--- src/shared/gsd_map.svh ---
// gain strap decoder constants
`ifndef GSD_MAP_SVH
`define GSD_MAP_SVH
`define GSD_CODE_LOW 2'h0
`define GSD_CODE_MID 2'h1
`define GSD_CODE_HIGH 2'h2
`define GSD_CODE_SW 2'h3
// analog gain codes, in tenths of a dBV
`define GSD_ANA_LOW 9'h0c0
`define GSD_ANA_MID 9'h0e2
`define GSD_ANA_HIGH 9'h0fa
// digital boost, in whole dB
`define GSD_BOOST_DB 5'h06
// volume, in whole dB, reset value
`define GSD_VOL_RESET 8'h00
// switching frequency multiples of sample rate
`define GSD_FSW_LOW_MULT 5'h10
`define GSD_FSW_HIGH_MULT 5'h08
`endif

--- src/shared/gsd_pkg.sv ---
// gain strap decoder types
package gsd_pkg;
  typedef enum logic [1:0] {
    GSD_ST_RESET,
    GSD_ST_SETTLE,
    GSD_ST_LATCHED
  } gsd_state_t;
endpackage : gsd_pkg

--- src/gsd_sync.sv ---
// two-flop synchroniser for a group of bits
`timescale 1ns/1ps
module gsd_sync #(
  parameter int WIDTH = 4
) (
  // clock and reset
  input wire logic sys_clk_in,
  input wire logic rst_n_in,
  // data
  input wire logic [WIDTH-1:0] d_in,
  output logic [WIDTH-1:0] q_out
);
  logic [WIDTH-1:0] meta_r;
  logic [WIDTH-1:0] meta_nxt;
  logic [WIDTH-1:0] sync_r;
  logic [WIDTH-1:0] sync_nxt;

  always_comb
  begin
    meta_nxt = d_in;
    sync_nxt = meta_r;
  end

  always_ff @(posedge sys_clk_in or negedge rst_n_in)
  begin
    if (!rst_n_in)
    begin
      meta_r <= '0;
      sync_r <= '0;
    end
    else
    begin
      meta_r <= meta_nxt;
      sync_r <= sync_nxt;
    end
  end

  assign q_out = sync_r;
endmodule : gsd_sync

--- src/gsd_decoder.sv ---
// gain strap and control mode decoder
//
// Summary of operation
// - in hardware mode the amplifier gain comes from the two-bit gain strap.
// - gain strap 11 puts the device into software control mode.
// - digital volume resets to 0 dB and stays there in hardware mode.
// - digital boost is held at +6 dB for every hardware gain strap code.
// - analog gain is 19.2 dBV for 00, 22.6 dBV for 01 and 25 dBV for 10.
// - in software mode analog and digital gain come from the control port settings.
// - in software mode the bridge strap pin is the control clock and the frequency pin the control data.
// - in hardware mode switching frequency is 16 fs with frequency strap low and 8 fs when high.
// - in hardware mode bridge strap high selects parallel bridge and low normal bridge.
`timescale 1ns/1ps
`include "gsd_map.svh"
module gsd_decoder #(
  parameter int SETTLE_CYCLES = 4
) (
  // clock and reset
  input wire logic sys_clk_in,
  input wire logic rst_n_in,
  // board straps
  input wire logic gain_strap_hi_in,
  input wire logic gain_strap_lo_in,
  input wire logic bridge_mode_clock_pin_in,
  input wire logic switch_freq_data_pin_in,
  // control port settings for software mode
  input wire logic [8:0] sw_analog_gain_in,
  input wire logic [4:0] sw_boost_in,
  input wire logic [7:0] sw_volume_in,
  input wire logic sw_parallel_bridge_in,
  input wire logic [4:0] sw_fsw_mult_in,
  // control port pins
  output logic ctrl_scl_out,
  output logic ctrl_sda_out,
  // decoded configuration
  output logic sw_mode_out,
  output logic config_valid_out,
  output logic [1:0] gain_strap_out,
  output logic [8:0] analog_path_gain_out,
  output logic [4:0] digital_path_gain_out,
  output logic [7:0] volume_out,
  output logic parallel_bridge_mode_out,
  output logic [4:0] fsw_mult_out
);
  // ---------------------------------------------------------------
  // strap synchroniser
  // ---------------------------------------------------------------
  logic [3:0] strap_sync;

  gsd_sync #(
    .WIDTH(4)
  ) u_sync (
    .sys_clk_in(sys_clk_in),
    .rst_n_in(rst_n_in),
    .d_in({gain_strap_hi_in, gain_strap_lo_in, bridge_mode_clock_pin_in, switch_freq_data_pin_in}),
    .q_out(strap_sync)
  );

  // ---------------------------------------------------------------
  // latch sequencer
  // ---------------------------------------------------------------
  gsd_pkg::gsd_state_t state_r;
  gsd_pkg::gsd_state_t state_nxt;
  logic [7:0] cnt_r;
  logic [7:0] cnt_nxt;
  logic [1:0] gain_r;
  logic [1:0] gain_nxt;
  logic bridge_r;
  logic bridge_nxt;
  logic freq_r;
  logic freq_nxt;
  logic valid_r;
  logic valid_nxt;

  always_comb
  begin
    state_nxt = state_r;
    cnt_nxt = cnt_r;
    gain_nxt = gain_r;
    bridge_nxt = bridge_r;
    freq_nxt = freq_r;
    valid_nxt = valid_r;
    case (state_r)
      gsd_pkg::GSD_ST_RESET:
      begin
        cnt_nxt = 8'h00;
        state_nxt = gsd_pkg::GSD_ST_SETTLE;
      end
      gsd_pkg::GSD_ST_SETTLE:
      begin
        // wait for synchroniser to fill
        if (cnt_r >= 8'(SETTLE_CYCLES - 1))
        begin
          gain_nxt = strap_sync[3:2];
          bridge_nxt = strap_sync[1];
          freq_nxt = strap_sync[0];
          valid_nxt = 1'b1;
          state_nxt = gsd_pkg::GSD_ST_LATCHED;
        end
        else
        begin
          cnt_nxt = cnt_r + 8'h01;
        end
      end
      gsd_pkg::GSD_ST_LATCHED:
      begin
        // hold configuration until next reset
        state_nxt = gsd_pkg::GSD_ST_LATCHED;
      end
      default:
      begin
        state_nxt = gsd_pkg::GSD_ST_RESET;
      end
    endcase
  end

  always_ff @(posedge sys_clk_in or negedge rst_n_in)
  begin
    if (!rst_n_in)
    begin
      state_r <= gsd_pkg::GSD_ST_RESET;
      cnt_r <= 8'h00;
      gain_r <= 2'h0;
      bridge_r <= 1'b0;
      freq_r <= 1'b0;
      valid_r <= 1'b0;
    end
    else
    begin
      state_r <= state_nxt;
      cnt_r <= cnt_nxt;
      gain_r <= gain_nxt;
      bridge_r <= bridge_nxt;
      freq_r <= freq_nxt;
      valid_r <= valid_nxt;
    end
  end

  // ---------------------------------------------------------------
  // configuration decode
  // ---------------------------------------------------------------
  logic sw_mode;
  logic [8:0] ana_nxt;
  logic [4:0] dig_nxt;
  logic [7:0] vol_nxt;
  logic parallel_bridge_mode_nxt;
  logic [4:0] fsw_nxt;
  logic scl_nxt;
  logic sda_nxt;
  logic sw_mode_r;
  logic [8:0] ana_r;
  logic [4:0] dig_r;
  logic [7:0] vol_r;
  logic parallel_bridge_mode_r;
  logic [4:0] fsw_r;
  logic scl_r;
  logic sda_r;

  assign sw_mode = valid_r && (gain_r == `GSD_CODE_SW);

  always_comb
  begin
    ana_nxt = `GSD_ANA_LOW;
    dig_nxt = `GSD_BOOST_DB;
    vol_nxt = `GSD_VOL_RESET;
    parallel_bridge_mode_nxt = bridge_r;
    fsw_nxt = freq_r ? `GSD_FSW_HIGH_MULT : `GSD_FSW_LOW_MULT;
    scl_nxt = 1'b1;
    sda_nxt = 1'b1;
    if (sw_mode)
    begin
      ana_nxt = sw_analog_gain_in;
      dig_nxt = sw_boost_in;
      vol_nxt = sw_volume_in;
      parallel_bridge_mode_nxt = sw_parallel_bridge_in;
      fsw_nxt = sw_fsw_mult_in;
      scl_nxt = strap_sync[1];
      sda_nxt = strap_sync[0];
    end
    else
    begin
      case (gain_r)
        `GSD_CODE_LOW: ana_nxt = `GSD_ANA_LOW;
        `GSD_CODE_MID: ana_nxt = `GSD_ANA_MID;
        `GSD_CODE_HIGH: ana_nxt = `GSD_ANA_HIGH;
        default: ana_nxt = `GSD_ANA_LOW;
      endcase
    end
  end

  always_ff @(posedge sys_clk_in or negedge rst_n_in)
  begin
    if (!rst_n_in)
    begin
      sw_mode_r <= 1'b0;
      ana_r <= `GSD_ANA_LOW;
      dig_r <= `GSD_BOOST_DB;
      vol_r <= `GSD_VOL_RESET;
      parallel_bridge_mode_r <= 1'b0;
      fsw_r <= `GSD_FSW_LOW_MULT;
      scl_r <= 1'b1;
      sda_r <= 1'b1;
    end
    else
    begin
      sw_mode_r <= sw_mode;
      ana_r <= ana_nxt;
      dig_r <= dig_nxt;
      vol_r <= vol_nxt;
      parallel_bridge_mode_r <= parallel_bridge_mode_nxt;
      fsw_r <= fsw_nxt;
      scl_r <= scl_nxt;
      sda_r <= sda_nxt;
    end
  end

  assign ctrl_scl_out = scl_r;
  assign ctrl_sda_out = sda_r;
  assign sw_mode_out = sw_mode_r;
  assign config_valid_out = valid_r;
  assign gain_strap_out = gain_r;
  assign analog_path_gain_out = ana_r;
  assign digital_path_gain_out = dig_r;
  assign volume_out = vol_r;
  assign parallel_bridge_mode_out = parallel_bridge_mode_r;
  assign fsw_mult_out = fsw_r;
endmodule : gsd_decoder

--- config.mk ---
export PLATFORM = sky130hd
export DESIGN_NAME = gsd_decoder
export DESIGN_NICKNAME = d
export VERILOG_FILES = /design/src/shared/gsd_pkg.sv /design/src/gsd_sync.sv /design/src/gsd_decoder.sv
export VERILOG_INCLUDE_DIRS = /design/src /design/src/shared
export SDC_FILE = /design/constraint.sdc
export NUM_CORES = 1
export LEC_CHECK = 0
export ABC_CLOCK_PERIOD_IN_PS = 1550
export BUFFER_PORTS_ARGS = -buffer_cell sky130_fd_sc_hd__buf_2
export CAP_MARGIN = 15
export CORE_UTILIZATION = 46
export CTS_BUF_LIST = sky130_fd_sc_hd__clkbuf_8
export DETAILED_ROUTE_END_ITERATION = 7
export GPL_ROUTABILITY_DRIVEN = 1
export PLACE_DENSITY = 0.88
export SLEW_MARGIN = 20
export SYNTH_ARGS = -nofsm -noshare
export SYNTH_HDL_FRONTEND = slang
export SYNTH_HIERARCHICAL = 1
export SYNTH_SLANG_ARGS = --single-unit
--- constraint.sdc ---
create_clock -name sys_clk_in -period 1.55 [get_ports sys_clk_in]
set_input_delay 0.31 -clock sys_clk_in [delete_from_list [all_inputs] [get_ports sys_clk_in]]
set_output_delay 0.31 -clock sys_clk_in [all_outputs]
set_load 0.03 [all_outputs]
==> metrics <==
Yosys Warn Count=6; end of the worst register-to-register path=bridge_r$_DFFE_PN0P_; unrepaired setup endpoints after global routing=false; Adder-Cell Fraction of Synth Area=0.0331; sequential share of the synthesized area=0.720; num ports=68; TritonCTS clock tree=yes; row count=22; Worst Tran Pin Value=0.412 ns; critical path endpoint category=register; CP max stage delay=roughly 0.42 ns; CTS Buf Count=5; fin. max-slew vios=0; CP max FO=5; Fin. Hold Viols=0; # setup viols final=0; status=finished clean; Worst path slowest cell=dfrtp_1; antenna-violating nets left=0; Via-to-Cell Ratio=4.82; Synth Instances=132; cell area power density=1030 nW/um2; ANT cells=0; worst min-delay path startpoint=bridge_mode_clock_pin_in; Port-buffer cells=67; First-pass DRT Iterations=4; Reg-to-Reg Start=cnt_r[0]$_DFFE_PN0P_; CP Cell Sequence=ha_1, nor3_2, a21bo_2, mux2_2; Max Clock Freq=680 MHz; number of distinct library cells after synthesis=21; FF-to-FF setup slack=0.08 ns; sw power=0.000639 W; core area=3800 um2; grt ovf=0; Slew Limit Headroom=0.725; mux contribution to synthesized area=0.0477; TNS Setup=0 ns; Sw Share=0.253; routed len/inst=14.1 um; synthesized cell area=between 1500 and 2000 um2; post-synthesis xor/xnor area fraction=0; Starting Density=0.497; hold path cells=1; fill count=285; commonest non-fill, non-tap cell in the layout=buf_2; Layout Nets=250; clock slew at reported path FFs=0.09 ns; WP data required=about 1.8 ns; Max clock buf depth=2; max cap viols=0; skew final=between 0.004 and 0.005 ns; RePlAce Congestion=0.835; hold path endpoint=u_sync/meta_r[1]$_DFF_PN0_; min Tclk post-route=1.47 ns; clk_lat worst skew=0.31 ns; Worst Path Arrival=between 1.5 and 2 ns; Compound-Gate Fraction of Synth Area=0.0219; Top delay family on crit path=flip-flops; initial antenna violation count=0; critical path class=reg -> reg; DRT Wirelength=around 3700 um; Logic pwr share=0.106; CP Launch Type=register; Die Ht=66.1 um; vias in the first global route=between 1k and 1.5k; # H-tree levels=2; Pint=~0.0019 W; cell area after layout=2440 um2; largest net degree at the start of global routing=31; Die ar.=about 4400 um2; FF+latch count, synth=54; layout cell share with drive strength beyond 1=0.481; post-DP HPWL=2740 um; simple-gate share of the synthesized area=0.160; synth-to-layout area growth=29.4%; multi-input logic area=503 um2; Root Buffer=clkbuf_8; Clk pwr share=0.305; via count=1253; register area=1360 um2; Starting DRT DRC Count=43; Hold Path Class=in -> reg; R2R depth=4; Syn Nets=171; final critical-path share of the clock period=0.949; largest family of logic cells by synthesized area=simple AND/OR/NAND/NOR gates; DIE WIDTH=roughly 66 um; peak supply drop=a little under 0.0007 V; Reg power frac=0.590; first-pass GRT wire length=6150 um; Buf/Inv on CP=0; syn avg cell area=14.3 um2; commonest cells after routing, fill and taps aside=67 x buf_2, 47 x dfrtp_1, 17 x and3_1, 9 x nand2_1, 9 x nand2b_1; CTS Sinks=54; GRT Total Usage=0.200; Leak=around 1.3 nW; # DRC=0; Cell Area, Placed=approximately 2300 um2
-- logic make-up after synthesis --
family | count (synthesis)
muxes | 8
AOI/OAI and AO/OA | 6
DFF | 54
and+or+nand+nor | 51
buffers and inverters | 8
adders and majority gates | 5
-- layer usage --
metal  up-vias  share of wire  global-route usage
li1        595              -                   -
met5         -              0                   0
met2        40           0.54               0.344
met3         9          0.056              0.0638
met1       609           0.38               0.230
met4         0          0.020              0.0798
-- synth_stat cells (all sizes together) --
library cell | instances | area [um2]
nor2 | 4 | 15.0
nand3 | 1 | 5.00
ha | 5 | 62.6
clkbuf | 2 | 7.51
nand4b | 1 | 8.76
nand4 | 1 | 6.26
nand2b | 9 | 56.3
a21oi | 3 | 15.0
inv | 4 | 15.0
nor4 | 1 | 21.3
and2 | 7 | 43.8
and3 | 17 | 106
dfrtp | 47 | 1180
nor3 | 1 | 5.00
buf | 2 | 10.0
a21bo | 1 | 10.0
o221ai | 1 | 8.76
dfstp | 7 | 184
o211ai | 1 | 7.51
nand2 | 9 | 33.8
mux2 | 8 | 90.1
-- timing repair --
action / CTS / global route
hold buffers: 1 / 0
setup endpoints to repair: 1 / 6
pin swaps: 1 / 1
endpoints found under the hold margin: 9 / 0
gates resized for setup: 0 / 1
setup buffers: 1 / 0
-- flip-flops by register name, summed over array words and instances, names as in the netlist --
signal,count
sw_mode_out,1
bridge_r,1
digital_path_gain_out,5
analog_path_gain_out,9
parallel_bridge_mode_out,1
config_valid_out,1
u_sync/meta_r,4
state_r,2
ctrl_scl_out,1
gain_strap_out,2
ctrl_sda_out,1
fsw_mult_out,5
freq_r,1
cnt_r,8
volume_out,8
u_sync/q_out,4
-- worst reg2reg max path, delay by kind of cell, from the launching register on --
kind	cells	cell delay, ns
DFF	1	0.42
adders and majority gates	1	0.23
AOI/OAI and AO/OA	1	0.23
and+or+nand+nor	1	0.14
muxes	1	0.35
-- power groups by stage --
stage	combinational, W	clock (W)	sequential, W
global route	0.000290	0.000846	0.00149
floorplan	0.0000457	0	0.00160
global placement	0.000261	0	0.00151
detailed placement	0.000267	0	0.00152
finish	0.000266	0.000768	0.00149
CTS	0.000270	0.000790	0.00149
-- layout make-up --
type | instances | share of cell area
sequential | 54 | 0.557
multi-input combinational | 70 | 0.206
timing repair buffer | 76 | 0.171
clock buffer | 5 | 0.0282
tap | 48 | 0.0246
clock inverter | 3 | 0.00768
inverter | 4 | 0.00614
-- worst max path at each step --
stage / start / to / slack (ns) / depth (start not counted)
after global placement: cnt_r[0]$_DFFE_PN0P_ / freq_r$_DFFE_PN0P_ / 0.09 / 4
after detailed placement: cnt_r[0]$_DFFE_PN0P_ / bridge_r$_DFFE_PN0P_ / 0.006 / 4
after global routing: cnt_r[0]$_DFFE_PN0P_ / freq_r$_DFFE_PN0P_ / 0.04 / 4
final: cnt_r[0]$_DFFE_PN0P_ / bridge_r$_DFFE_PN0P_ / 0.08 / 4
after CTS: cnt_r[0]$_DFFE_PN0P_ / bridge_r$_DFFE_PN0P_ / 0.0005 / 4
after floorplan: cnt_r[0]$_DFFE_PN0P_ / bridge_r$_DFFE_PN0P_ / 0.04 / 4
-- through the flow --
step                worst slack [ns]  hold WS, ns  std cells   util  power [W]
finish                        0.0787       0.0975        260  0.643    0.00252
global route                  0.0382       0.0834        260  0.643    0.00263
CTS                         0.000497       0.0894        260  0.643    0.00255
detailed placement           0.00557        0.255        250  0.615    0.00178
global placement              0.0862        0.250        250  0.615    0.00177
floorplan                     0.0393       0.0144        132      -    0.00165
Power figures use the tool's default switching activity.
